**config.mk**
```make
export PLATFORM = sky130hd
export DESIGN_NAME = abu_top
export DESIGN_NICKNAME = d
export VERILOG_FILES = /design/src/inc/abu_pkg.sv /design/src/rtl/abu_addr_match.sv /design/src/rtl/abu_top.sv
export VERILOG_INCLUDE_DIRS = /design/src /design/src/inc
export SDC_FILE = /design/constraint.sdc
export NUM_CORES = 1
export LEC_CHECK = 0
export ABC_AREA = 1
export BUFFER_PORTS_ARGS = -buffer_cell sky130_fd_sc_hd__buf_2
export CAP_MARGIN = 20
export CORE_MARGIN = 2
export CORE_UTILIZATION = 40
export DETAILED_ROUTE_END_ITERATION = 8
export HOLD_SLACK_MARGIN = 0.03
export PLACE_DENSITY = 0.7
export SLEW_MARGIN = 20
export SYNTH_ARGS = -nofsm -noshare
export SYNTH_HDL_FRONTEND = slang
export SYNTH_SLANG_ARGS = --single-unit
```
**constraint.sdc**
```tcl
create_clock -name ref_clk_i -period 1.65 [get_ports ref_clk_i]
set_input_delay 0 -clock ref_clk_i [delete_from_list [all_inputs] [get_ports ref_clk_i]]
set_output_delay 0 -clock ref_clk_i [all_outputs]
set_load 0.02 [all_outputs]
```
**src/inc/abu_consts.svh**
```systemverilog
`ifndef ABU_CONSTS_SVH
`define ABU_CONSTS_SVH

// Register byte offsets on the APB
`define ABU_OFS_CTRL       12'h000
`define ABU_OFS_ADDR_HIGH  12'h004
`define ABU_OFS_ADDR_LOW   12'h008
`define ABU_OFS_WAIT_STAT  12'h00C
`define ABU_OFS_FLAG_CLR   12'h010
`define ABU_OFS_INT_STAT   12'h014
`define ABU_OFS_INT_MASK   12'h018

// Field positions
`define ABU_BIT_ENABLE     7
`define ABU_BIT_ACTIVE     6
`define ABU_BIT_WAIT_EXIT  1
`define ABU_BIT_CLR_ENABLE 7
`define ABU_EV_TAKEN       0
`define ABU_EV_ENDED       1
`define ABU_EV_WAIT_EXIT   2
`define ABU_NUM_EV         3

// Reset values
`define ABU_RST_BYTE       8'h00
`define ABU_RST_ADDR       16'h0000
`define ABU_RST_EV         3'h0

// Forced opcode and vectors
`define ABU_SWI_OPCODE     8'h83
`define ABU_VEC_NORMAL     16'hFFFC
`define ABU_VEC_MONITOR    16'hFEFC

// APB answer latency in wait states
`define ABU_APB_WAIT       1

`endif

```
**src/inc/abu_pkg.sv**
```systemverilog
package abu_pkg;

    typedef enum logic [1:0] {
        ABU_IDLE = 2'b00,
        ABU_PEND = 2'b01,
        ABU_BRK  = 2'b11
    } abu_state_t;

    typedef struct packed {
        logic [15:0] addr;
        logic        valid;
        logic        from_cpu;
        logic        opcode_fetch;
    } abu_cpu_bus_t;

    typedef struct packed {
        logic opcode;
        logic operand;
    } abu_hit_t;

endpackage

```
**src/rtl/abu_addr_match.sv**
```systemverilog
module abu_addr_match
    import abu_pkg::*;
#(
    parameter int ADDR_W = 16
) (
    input  wire logic              enable_i,
    input  wire logic              armed_i,
    input  wire logic              idle_i,
    input  wire logic [ADDR_W-1:0] breakpoint_request_addr_i,
    input  wire abu_cpu_bus_t      bus_i,
    output abu_hit_t               hit_o
);

    logic qualified;
    logic equal;

    // Only CPU program addresses count, never other bus masters
    assign qualified = bus_i.valid & bus_i.from_cpu; // [RULE_18]
    assign equal     = (bus_i.addr == breakpoint_request_addr_i);

    // Address bus frozen in wait/stop, so no match can arise there
    always_comb begin // [RULE_16]
        hit_o.opcode  = 1'b0;
        hit_o.operand = 1'b0;
        if (enable_i && armed_i && idle_i && qualified && equal) begin // [RULE_01]
            hit_o.opcode  = bus_i.opcode_fetch;
            hit_o.operand = ~bus_i.opcode_fetch;
        end
    end

endmodule

```
**src/rtl/abu_top.sv**
```systemverilog
// What this block does
// [RULE_01] Enabled address match raises a breakpoint request
// [RULE_02] Force software interrupt opcode, pick break vector
// [RULE_03] Writing one to active bit triggers break
// [RULE_04] Return from interrupt ends break state
// [RULE_05] Opcode address hit breaks before execution
// [RULE_06] Operand address hit breaks after instruction
// [RULE_07] Software break taken before next instruction
// [RULE_08] Hit sets active bit; zero write, reset clear
// [RULE_09] Unchanged address gives no second break
// [RULE_10] Enable bit seven gates full address match
// [RULE_11] Two byte address registers, reset to zero
// [RULE_12] Flag clearing in break needs clear enable
// [RULE_13] Timer counter halted while break active
// [RULE_14] Watchdog off in break with test voltage
// [RULE_15] Flag records wait exit caused by break; code sets it only in emulation mode
// [RULE_16] Unit stays enabled in wait and stop
// [RULE_17] Handler reloads address, clears active bit
// [RULE_18] Only CPU program addresses may match
`include "abu_consts.svh"

module abu_top
    import abu_pkg::*;
#(
    parameter int ADDR_W = 16
) (
    input  wire logic              ref_clk_i,
    input  wire logic              srst_i,
    // APB slave
    input  wire logic              psel_i,
    input  wire logic              penable_i,
    input  wire logic              pwrite_i,
    input  wire logic [11:0]       paddr_i,
    input  wire logic [31:0]       pwdata_i,
    output logic [31:0]            prdata_o,
    output logic                   pready_o,
    output logic                   pslverr_o,
    // CPU and system integration side
    input  wire abu_cpu_bus_t      cpu_bus_i,
    input  wire logic              instr_start_i,
    input  wire logic              rti_exec_i,
    input  wire logic              monitor_mode_i,
    input  wire logic              wait_mode_i,
    input  wire logic              emulation_mode_i,
    input  wire logic              high_test_voltage_i,
    output logic                   breakpoint_request_o,
    output logic                   force_swi_o,
    output logic [7:0]             swi_opcode_o,
    output logic [ADDR_W-1:0]      vector_addr_o,
    output logic                   break_state_o,
    output logic                   timer_halt_o,
    output logic                   watchdog_disable_o,
    output logic                   flag_clear_allow_o,
    output logic                   irq_o
);

    function automatic logic sel(input logic [11:0] a, input logic [11:0] ofs);
        sel = (a == ofs);
    endfunction

    abu_state_t              state;
    abu_state_t              next_state;
    abu_hit_t                hit;
    logic                    break_enable_bit;
    logic                    break_active;
    logic                    armed;
    logic [7:0]              break_address_high;
    logic [7:0]              break_address_low;
    logic                    wait_exit_by_break;
    logic                    break_clear_enable;
    logic [`ABU_NUM_EV-1:0]  int_status;
    logic [`ABU_NUM_EV-1:0]  int_mask;
    logic [`ABU_NUM_EV-1:0]  events;
    logic                    tst_meta;
    logic                    tst_sync;
    logic                    next_take;
    logic                    apb_wr;
    logic                    apb_rd;
    logic                    wr_ctrl;
    logic                    sw_break;
    logic                    mapped;
    logic [7:0]              rd_byte;

    // APB: one wait state, registers commit on the pready edge
    assign apb_wr  = psel_i & penable_i & pready_o & pwrite_i;
    assign apb_rd  = psel_i & penable_i & ~pready_o & ~pwrite_i;
    assign wr_ctrl = apb_wr & sel(paddr_i, `ABU_OFS_CTRL);
    assign mapped  = sel(paddr_i, `ABU_OFS_CTRL) | sel(paddr_i, `ABU_OFS_ADDR_HIGH)
                   | sel(paddr_i, `ABU_OFS_ADDR_LOW) | sel(paddr_i, `ABU_OFS_WAIT_STAT)
                   | sel(paddr_i, `ABU_OFS_FLAG_CLR) | sel(paddr_i, `ABU_OFS_INT_STAT)
                   | sel(paddr_i, `ABU_OFS_INT_MASK);

    always_ff @(posedge ref_clk_i) begin
        if (srst_i) begin
            pready_o  <= 1'b0;
            pslverr_o <= 1'b0;
        end else begin
            pready_o  <= psel_i & penable_i & ~pready_o;
            pslverr_o <= psel_i & penable_i & ~pready_o & ~mapped;
        end
    end

    always_comb begin
        rd_byte = `ABU_RST_BYTE;
        case (1'b1)
            sel(paddr_i, `ABU_OFS_CTRL): begin
                rd_byte[`ABU_BIT_ENABLE] = break_enable_bit;
                rd_byte[`ABU_BIT_ACTIVE] = break_active;
            end
            sel(paddr_i, `ABU_OFS_ADDR_HIGH): rd_byte = break_address_high;
            sel(paddr_i, `ABU_OFS_ADDR_LOW):  rd_byte = break_address_low;
            sel(paddr_i, `ABU_OFS_WAIT_STAT): rd_byte[`ABU_BIT_WAIT_EXIT] = wait_exit_by_break;
            sel(paddr_i, `ABU_OFS_FLAG_CLR):  rd_byte[`ABU_BIT_CLR_ENABLE] = break_clear_enable;
            sel(paddr_i, `ABU_OFS_INT_STAT):  rd_byte[`ABU_NUM_EV-1:0] = int_status;
            sel(paddr_i, `ABU_OFS_INT_MASK):  rd_byte[`ABU_NUM_EV-1:0] = int_mask;
            default:                          rd_byte = `ABU_RST_BYTE;
        endcase
    end

    always_ff @(posedge ref_clk_i) begin
        if (srst_i) begin
            prdata_o <= 32'h00000000;
        end else if (apb_rd) begin
            prdata_o <= {24'h000000, rd_byte};
        end
    end

    // Enable bit
    always_ff @(posedge ref_clk_i) begin
        if (srst_i) begin
            break_enable_bit <= 1'b0; // [RULE_10]
        end else if (wr_ctrl) begin
            break_enable_bit <= pwdata_i[`ABU_BIT_ENABLE]; // [RULE_10]
        end
    end

    // Breakpoint address registers
    always_ff @(posedge ref_clk_i) begin
        if (srst_i) begin
            break_address_high <= `ABU_RST_BYTE; // [RULE_11]
            break_address_low  <= `ABU_RST_BYTE; // [RULE_11]
        end else begin
            if (apb_wr && sel(paddr_i, `ABU_OFS_ADDR_HIGH)) begin
                break_address_high <= pwdata_i[7:0];
            end
            if (apb_wr && sel(paddr_i, `ABU_OFS_ADDR_LOW)) begin
                break_address_low <= pwdata_i[7:0];
            end
        end
    end

    // A hit disarms; only reset or a write to either address register re-arms the comparator
    always_ff @(posedge ref_clk_i) begin
        if (srst_i) begin
            armed <= 1'b1;
        end else if (apb_wr && (sel(paddr_i, `ABU_OFS_ADDR_HIGH)
                                || sel(paddr_i, `ABU_OFS_ADDR_LOW))) begin
            armed <= 1'b1;
        end else if (hit.opcode || hit.operand) begin
            armed <= 1'b0; // [RULE_09]
        end
    end

    abu_addr_match #(
        .ADDR_W (ADDR_W)
    ) u_match (
        .enable_i    (break_enable_bit),
        .armed_i     (armed),
        .idle_i      ((state == ABU_IDLE) && !break_active),
        .breakpoint_request_addr_i ({break_address_high, break_address_low}),
        .bus_i       (cpu_bus_i),
        .hit_o       (hit)
    );

    // Active bit: hit or software sets, zero write clears, set wins
    always_ff @(posedge ref_clk_i) begin
        if (srst_i) begin
            break_active <= 1'b0; // [RULE_08]
        end else if (hit.opcode || hit.operand) begin
            break_active <= 1'b1; // [RULE_08]
        end else if (wr_ctrl) begin
            break_active <= pwdata_i[`ABU_BIT_ACTIVE]; // [RULE_03]
        end
    end

    assign sw_break = wr_ctrl & pwdata_i[`ABU_BIT_ACTIVE]; // [RULE_03]

    always_comb begin
        next_state = state;
        next_take  = 1'b0;
        case (state)
            ABU_IDLE: begin
                if (hit.opcode) begin
                    next_state = ABU_BRK; // [RULE_05]
                    next_take  = 1'b1;
                end else if (hit.operand || sw_break) begin
                    next_state = ABU_PEND; // [RULE_06]
                end
            end
            ABU_PEND: begin
                if (instr_start_i) begin
                    next_state = ABU_BRK; // [RULE_07]
                    next_take  = 1'b1;
                end
            end
            ABU_BRK: begin
                if (rti_exec_i) begin
                    next_state = ABU_IDLE; // [RULE_04]
                end
            end
            default: next_state = ABU_IDLE;
        endcase
    end

    always_ff @(posedge ref_clk_i) begin
        if (srst_i) begin
            state <= ABU_IDLE;
        end else begin
            state <= next_state;
        end
    end

    // Requests and forced opcode toward the system integration logic
    always_ff @(posedge ref_clk_i) begin
        if (srst_i) begin
            breakpoint_request_o <= 1'b0;
            force_swi_o          <= 1'b0;
            swi_opcode_o         <= `ABU_SWI_OPCODE;
            vector_addr_o        <= `ABU_VEC_NORMAL;
            break_state_o        <= 1'b0;
        end else begin
            breakpoint_request_o <= next_take || (next_state == ABU_PEND); // [RULE_01]
            force_swi_o          <= next_take; // [RULE_02]
            swi_opcode_o         <= `ABU_SWI_OPCODE;
            if (next_take) begin
                vector_addr_o <= monitor_mode_i ? `ABU_VEC_MONITOR : `ABU_VEC_NORMAL; // [RULE_02]
            end
            break_state_o <= (next_state == ABU_BRK);
        end
    end

    // Test voltage level arrives from a pin
    always_ff @(posedge ref_clk_i) begin
        if (srst_i) begin
            tst_meta <= 1'b0;
            tst_sync <= 1'b0;
        end else begin
            tst_meta <= high_test_voltage_i;
            tst_sync <= tst_meta;
        end
    end

    // Side effects of the break state
    always_ff @(posedge ref_clk_i) begin
        if (srst_i) begin
            timer_halt_o       <= 1'b0;
            watchdog_disable_o <= 1'b0;
            flag_clear_allow_o <= 1'b1;
        end else begin
            timer_halt_o       <= (next_state == ABU_BRK); // [RULE_13]
            watchdog_disable_o <= (next_state == ABU_BRK) && tst_sync; // [RULE_14]
            flag_clear_allow_o <= (next_state != ABU_BRK) || break_clear_enable; // [RULE_12]
        end
    end

    always_ff @(posedge ref_clk_i) begin
        if (srst_i) begin
            break_clear_enable <= 1'b0;
        end else if (apb_wr && sel(paddr_i, `ABU_OFS_FLAG_CLR)) begin
            break_clear_enable <= pwdata_i[`ABU_BIT_CLR_ENABLE]; // [RULE_12]
        end
    end

    // Wait exit flag: break while waiting, emulation only; zero write clears
    always_ff @(posedge ref_clk_i) begin
        if (srst_i) begin
            wait_exit_by_break <= 1'b0;
        end else if (next_take && wait_mode_i && emulation_mode_i) begin
            wait_exit_by_break <= 1'b1; // [RULE_15]
        end else if (apb_wr && sel(paddr_i, `ABU_OFS_WAIT_STAT)
                     && !pwdata_i[`ABU_BIT_WAIT_EXIT]) begin
            wait_exit_by_break <= 1'b0; // [RULE_15]
        end
    end

    // Interrupt status, write one to clear, set wins
    assign events[`ABU_EV_TAKEN]     = next_take;
    assign events[`ABU_EV_ENDED]     = (state == ABU_BRK) && rti_exec_i;
    assign events[`ABU_EV_WAIT_EXIT] = next_take && wait_mode_i && emulation_mode_i;

    genvar gi;
    generate
        for (gi = 0; gi < `ABU_NUM_EV; gi++) begin : g_ev
            always_ff @(posedge ref_clk_i) begin
                if (srst_i) begin
                    int_status[gi] <= 1'b0;
                end else if (events[gi]) begin
                    int_status[gi] <= 1'b1;
                end else if (apb_wr && sel(paddr_i, `ABU_OFS_INT_STAT) && pwdata_i[gi]) begin
                    int_status[gi] <= 1'b0;
                end
            end
        end
    endgenerate

    always_ff @(posedge ref_clk_i) begin
        if (srst_i) begin
            int_mask <= `ABU_RST_EV;
        end else if (apb_wr && sel(paddr_i, `ABU_OFS_INT_MASK)) begin
            int_mask <= pwdata_i[`ABU_NUM_EV-1:0];
        end
    end

    function automatic logic [`ABU_NUM_EV-1:0] next_irq_status();
        logic [`ABU_NUM_EV-1:0] clr;
        clr = (apb_wr && sel(paddr_i, `ABU_OFS_INT_STAT)) ? pwdata_i[`ABU_NUM_EV-1:0]
                                                          : `ABU_RST_EV;
        next_irq_status = events | (int_status & ~clr);
    endfunction

    // Mask bit one lets its event reach the interrupt line
    always_ff @(posedge ref_clk_i) begin
        if (srst_i) begin
            irq_o <= 1'b0;
        end else begin
            irq_o <= |(next_irq_status() & int_mask);
        end
    end
endmodule

```
# Yosys cells after proc, flatten, opt, wreduce, memory -nomap -nowiden
# Index checks and enable logic that the tools add are counted.
op_classes:
  div: 0
  magnitude_cmp: 0
  mux: 53
  n_eq_ne: 12
  shift: 0
  reduce_logical: 36
  n_mul: 0
  add_sub_neg: 0
  n_bitwise: 23
op_table:
  columns: ["cell", "n"]
  rows:
  - ["1-bit 2-to-1 mux", 41]
  - ["12-bit by 5-bit equality test with 1-bit output (second input constant)", 3]
  - ["12-bit by 4-bit equality test with 1-bit output (second input constant)", 2]
  - ["1-bit logical AND", 20]
  - ["16-bit equality test", 1]
  - ["12-bit by 3-bit equality test with 1-bit output (second input constant)", 1]
  - ["12-bit zero test", 1]
  - ["3-bit 2-to-1 mux", 4]
  - ["2-bit 2-to-1 mux", 5]
  - ["2-bit nonzero test", 5]
  - ["1-bit bitwise AND", 9]
  - ["9-bit 2-to-1 mux", 1]
  - ["3-bit bitwise AND", 2]
  - ["1-bit bitwise OR", 6]
  - ["2-bit case mux with 3 select lines", 1]
  - ["1-bit logical OR", 5]
  - ["2-bit by 1-bit equality test with 1-bit output (second input constant)", 2]
  - ["2-bit equality test (second input constant)", 2]
  - ["1-bit NOT", 4]
  - ["3-bit NOT", 1]
  - ["3-bit bitwise OR", 1]
  - ["3-bit OR reduction", 1]
  - ["1-bit zero test", 2]
  - ["2-bit zero test", 1]
  - ["other kinds (3)", 3]
word_totals:
  mem_bits_rw: 0
  latchBits: 0
  out_inout_bits: 65
  mem_count: 0
  romBits: 0
  ff_bits: 63
  inputBits: 74

# Depth between registers and ports, before layout
depth:
  depth_word: 13
  mapped_depth: 12
  ltp_nobuf: 12

# Hierarchy
# From an unflattened synthesis, not the netlist that was laid out.
hier_totals:
  hier_cells: 451
  area_unflattened_um2: 2921.6
modules_own_cells:
  columns: ["mod", "area_per_inst_um2", "cells_per_inst", "instances", "seq_area_each_um2"]
  rows:
  - ["abu_top", 2583.7, 368, 1, 960.9]
  - ["abu_addr_match", 337.8, 83, 1, 0.0]

# Least setup slack after synthesis
# Ideal clock, no wire load.
synth_path:
  path_kind: "register -> register"
  from: "register pready_o"
  to: "register break_address_low[1]"
  t_arrival_ns: 1.407
  stages_incl_launch_ff: 8
  required_ns: 1.564
  setup_time_ns: 0.086
  n_path_buf: 1
  path_slack_ns: 0.157
  synth_period_minus_slack_ns: 1.493
  cell_sequence: "dfxtp_1 -> inv_1 -> nor3_4 -> inv_2 -> nor2_2 -> inv_2 -> buf_6 -> a221oi_2"
synth_between:
  elab_chain_cells: 3
synth_rtl:
  columns: ["item", "line", "text"]
  rows:
  - ["from (decl)", "abu_top.sv:36", "output logic pready_o,"]
  - ["from (signal assigned)", "abu_top.sv:98", "pready_o <= psel_i & penable_i & ~pready_o;"]
  - ["1-bit bitwise AND (2 in a row)", "abu_top.sv:85", "assign apb_wr = psel_i & penable_i & pready_o & pwrite_i;"]
  - ["1-bit logical AND", "abu_top.sv:146", "if (apb_wr && sel(paddr_i, `ABU_OFS_ADDR_LOW)) begin"]
  - ["to (signal assigned)", "abu_top.sv:141", "break_address_low <= `ABU_RST_BYTE;"]
  - ["to (signal assigned)", "abu_top.sv:147", "break_address_low <= pwdata_i[7:0];"]
  - ["to (decl)", "abu_top.sv:68", "logic [7:0] break_address_low;"]
# Every way passes these cells.
# A chain may end at the register's enable or synchronous reset.

# Worst setup path after layout
layout_path:
  from: "register state[0]"
  to: "register flag_clear_allow_o"
layout_between:
  elab_chain_cells: 12
  word_cells_on_any_way: 16
  cone_classes: "eq/ne: 3; mux: 6; reduce/logical: 7"
layout_rtl:
  columns: ["item", "line", "text"]
  rows:
  - ["from (decl)", "abu_top.sv:61", "abu_state_t state;"]
  - ["from (signal assigned)", "abu_top.sv:219", "state <= next_state;"]
  - ["2-bit zero test", "abu_top.sv:169, abu_top.sv:191", null]
  - ["1-bit logical AND", "abu_top.sv:169", ".idle_i ((state == ABU_IDLE) && !break_active),"]
  - ["1-bit logical AND (3 in a row)", "abu_addr_match.sv:25", "if (enable_i && armed_i && idle_i && qualified && equal) begin"]
  - ["2-bit 2-to-1 mux", "abu_addr_match.sv:25", null]
  - ["1-bit logical OR", "abu_top.sv:196", "end else if (hit.operand || sw_break) begin"]
  - ["2-bit 2-to-1 mux", "abu_top.sv:196", null]
  - ["2-bit 2-to-1 mux", "abu_top.sv:193", "if (hit.opcode) begin"]
  - ["2-bit case mux with 3 select lines (*)", "abu_top.sv:191", "case (state)"]
  - ["2-bit != test (*)", "abu_top.sv:262", "flag_clear_allow_o <= (next_state != ABU_BRK) || break_clear_enable;"]
  - ["1-bit logical OR (*)", "abu_top.sv:262", null]
  - ["to (signal assigned)", "abu_top.sv:262", null]
  - ["to (decl)", "abu_top.sv:53", "output logic flag_clear_allow_o,"]
# Every way passes the cells marked *; elsewhere a longest branch is shown, timed or not.

==> results.md <==
Worst setup path:
- The worst setup path is captured at a register.
- The critical path goes through nor2_2, nand2_1, nor2_1, nand2_1, nor2_2, nand4_1, o211ai_2, and2_1, nand2_1.
- STA puts the critical path data arrival time at roughly 1.7 ns.
- The reg-to-reg setup timing slack is between 0.1 and 0.15 ns.
- The endpoint of the most critical register-to-register path is flag_clear_allow_o$_SDFF_PP1_.
- In this run the critical register-to-register path is launched from state[0]$_SDFF_PP0_.
- The highest-delay cell along the critical path is sky130_fd_sc_hd__dfxtp_1.
- STA puts the critical path data required time at between 1.5 and 2 ns.
- The critical path is of the register to register type.
- In this run the worst path has a maximum fanout of 4.
- The number of cells on the worst reg-to-reg path is 9.
- The worst setup path is launched from a register.
- The largest single stage delay on the critical path is around 0.32 ns.
- The critical path starts at state[0]$_SDFF_PP0_.
- Counting stages on the worst path, the most repeated cell is sky130_fd_sc_hd__nand2_1.

Power and ir drop:
- The worst-case vdd ir drop is approximately 0.29 mV.
- The reported leakage power is about 0.0016 uW.
- The cell area power density is 709 nW/um2.

Timing:
- For the final database, setup skew stands at roughly 0.0074 ns.
- In the final timing run, aggregate negative setup slack is 0 ns.
- The final critical path time including I/O delays and setup is around 1.5 ns.
- In the post-route analysis, the smallest setup slack over all paths is between 0.1 and 0.15 ns.
- Setup violations remaining at the end of the flow were counted as 0.
- In the finished design, the share of the clock period the worst path needs comes to roughly nine tenths.
- Setup repair after global routing left no endpoint under its margin.
- The final max-slew violation count came to 0.
- The highest achievable clock rate is 664 MHz.
- The worst hold-check slack is 0.0382 ns.
- The final hold violation count is 0.

Global routing:
- The global routing usage summed across all routing layers is between 10% and 20%.
- The initial antenna violation count is 0.
- The via count of the first global-routing pass is about 2300.
- The wire length of the first global-routing pass is around 10 mm.
- Global routing finished with a remaining overflow of 0.
- Entering global routing, the biggest net connects 19 pins.

Detailed routing:
- The number of DRC violations after detailed-routing iteration 0 is 191.
- The detailed-routing iteration count for the pre-antenna-repair pass is 4.
- The number of nets still failing antenna checks after routing is 0.
- For this run, design rule violations remaining after detail routing come to 0.
- The via count normalized by instance count is 4.49.
- The detailed-route via count is between 2000 and 3000.
- Dividing the detail-routed wire length by the instance count gives approximately 11 um.
- Wires add up to 6.50 mm.

Floorplanning:
- The die area is between 7000 and 8000 um2.
- The initial standard-cell utilization of the core is 41.4%.
- The height of the die is between 80 and 90 um.
- The floorplan has 30 rows.
- 139 I/O pins were placed.
- Measured along the x axis, the die boundary spans just under 90 um.
- After floorplanning, the core was sized to cover ~6800 um2.

Placed design:
- The cell area after placement is roughly 3000 um2.
- The placement-stage worst setup slack is 0.0911 ns.
- The HPWL reported at the end of detailed placement is 5.14 mm.
- At the end of routability-driven placement, the weighted congestion stood at 0.846.
- The quantity of I/O buffers inserted on ports is 67.

Synthesis:
- The share of the Yosys chip area taken by registers is about 34%.
- The mapped cell area is 2810 um2.
- The post-synthesis cell count is between 400 and 500.
- The number of synthesized register bits is between 40 and 50.
- Yosys attributes the largest share of cell area to sky130_fd_sc_hd__dfxtp_1 (34%), sky130_fd_sc_hd__buf_4 (13%), sky130_fd_sc_hd__nand2_1 (11%).
- Of the post-synthesis cell area, the dominant cell type holds 34.2%.
- Synthesis instantiated 36 different standard cells from the library.
- Summed over all instances, the cell type with the most area after synthesis is sky130_fd_sc_hd__dfxtp_1.
- The average cell area after synthesis is approximately 7.0 um2.
- The number of warnings issued by yosys is 0.

Clocking:
- After clock tree synthesis, the clock-pin slew on the worst setup and hold paths is 0.09 ns.
- The latest clock arrival within the worst-skew pair is between 0.3 and 0.4 ns.
- The buffers inserted during post-CTS setup optimization is 0.
- The count of clock tree sinks is 48.
- The buffer type at the clock tree root is sky130_fd_sc_hd__clkbuf_8.
- The H-tree depth is 2.
- The longest clock path from root to sink contains 2 buffers.
- TritonCTS built the clock tree.
- Counting the buffers created by CTS gives 5.

Layout:
- Of the cells placed in the final design, the portion with a size suffix greater than 1 is approximately a quarter.
- The repair_antennas step left the layout with diodes totalling 0.
- The library cell used most frequently in the layout, excluding fill and tap cells, is sky130_fd_sc_hd__nand2_1.
- The area occupied by registers is slightly below 1000 um2.
- In the layout the commonest cells are sky130_fd_sc_hd__nand2_1 (82), sky130_fd_sc_hd__buf_2 (67), sky130_fd_sc_hd__inv_1 (59).
- The fill cell instance count of the final layout is 700.
- After routing the design area is about 3300 um2.
- At the end of the flow, the number of nets in the layout was 554.
- Relative to the synthesized area, the layout overhead comes to 17.1%.
- The area occupied by multi-input gates is 1390 um2.

Run status:
- The run finished with clean final reports.

Min path:
- The worst hold path was traced through 4 stages.
- The path class of the lowest-slack min-delay path is primary input to register.
- The startpoint identified for the worst hold timing path is srst_i.
- The path with the worst hold slack has its endpoint at force_swi_o$_SDFF_PP0_.

Job:
- Max-cap violations in this run came to 0.
-- registers in the layout, summed over array words and instances (netlist names), 2 cells and up --
signal,cells
break_address_low,8
break_address_high,8
int_mask,3
int_status,3
state,2
prdata_o,8
-- how the worst max path moves through the flow --
stage | cells past startpoint | end
floorplan | 7 | break_address_low[1]$_SDFFE_PP0P_
global placement | 12 | irq_o$_SDFF_PP0_
detailed placement | 11 | irq_o$_SDFF_PP0_
CTS | 11 | irq_o$_SDFF_PP0_
global route | 10 | flag_clear_allow_o$_SDFF_PP1_
finish | 9 | flag_clear_allow_o$_SDFF_PP1_
-- per-layer routing --
layer  track usage, %  up-vias  part of all wire, %  wire [um]
li1                 -     1325                    -          -
met1             21.4     1154                   45       2900
met2             28.5      101                   47       3020
met3             3.39        9                  7.2        465
met4             6.15        0                  1.6        106
met5                0        -                    0          0
-- final cells by class --
type / instances / area share, %
inverter: 65 / 7.48
clock inverter: 3 / 1.29
sequential: 48 / 29.2
timing repair buffer: 82 / 14.2
tap: 96 / 3.65
clock buffer: 5 / 2.09
multi-input combinational: 278 / 42.0
-- where the power goes --
part	total (uW)	switching (uW)	internal, uW
Sequential	1170	2.29	1160
Combinational	309	213	95.8
Clock	859	411	449
Total	2330	626	1710
-- cells by family (layout without fill, tap and decap cells) --
family	count (synthesis)	count (layout)	synth area share [%]
compound gates	75	75	15.4
xor+xnor	4	4	1.25
buf+inv	120	155	23.1
flops	48	48	34.2
other cells	2	47	0.267
simple gates	152	152	25.8
-- synthesized netlist by cell type, drive strengths merged --
cell,n
or2,2
and2,3
clkbuf,3
o31ai,2
nand2,87
nor3,3
buf,52
xnor2,4
a221oi,3
o311a,1
dfxtp,48
nor2,35
conb,2
o2111ai,1
o211ai,2
o22ai,3
inv,65
a41oi,1
o21ai,30
nand3,15
o221ai,1
nand4,7
a21oi,31
-- what timing repair did --
| item | in CTS | in global routing |
|---|---|---|
| endpoints found under the setup margin | 0 | 5 |
| gates resized for setup | 0 | 8 |
| hold buffers | 8 | 0 |
| endpoints found under the hold margin | 14 | 0 |
-- worst max-delay path, delay by kind of cell, from the launching register on --
kind / cells / cell delay [ns]
AO/OA/AOI/OAI: 1 / 0.15
flip-flops: 1 / 0.32
AND/OR/NAND/NOR: 8 / 0.93
-- per-stage QoR --
stage                     total power, uW  std cells  utilization [%]
after global placement               1480        561             45.4
after CTS                            2350        577             48.2
final                                2330        577             48.5
after detailed placement             1480        561             45.4
after global routing                 2440        577             48.5
after floorplan                      1470        446                -
No activity file was read; power rests on OpenSTA's default activity.
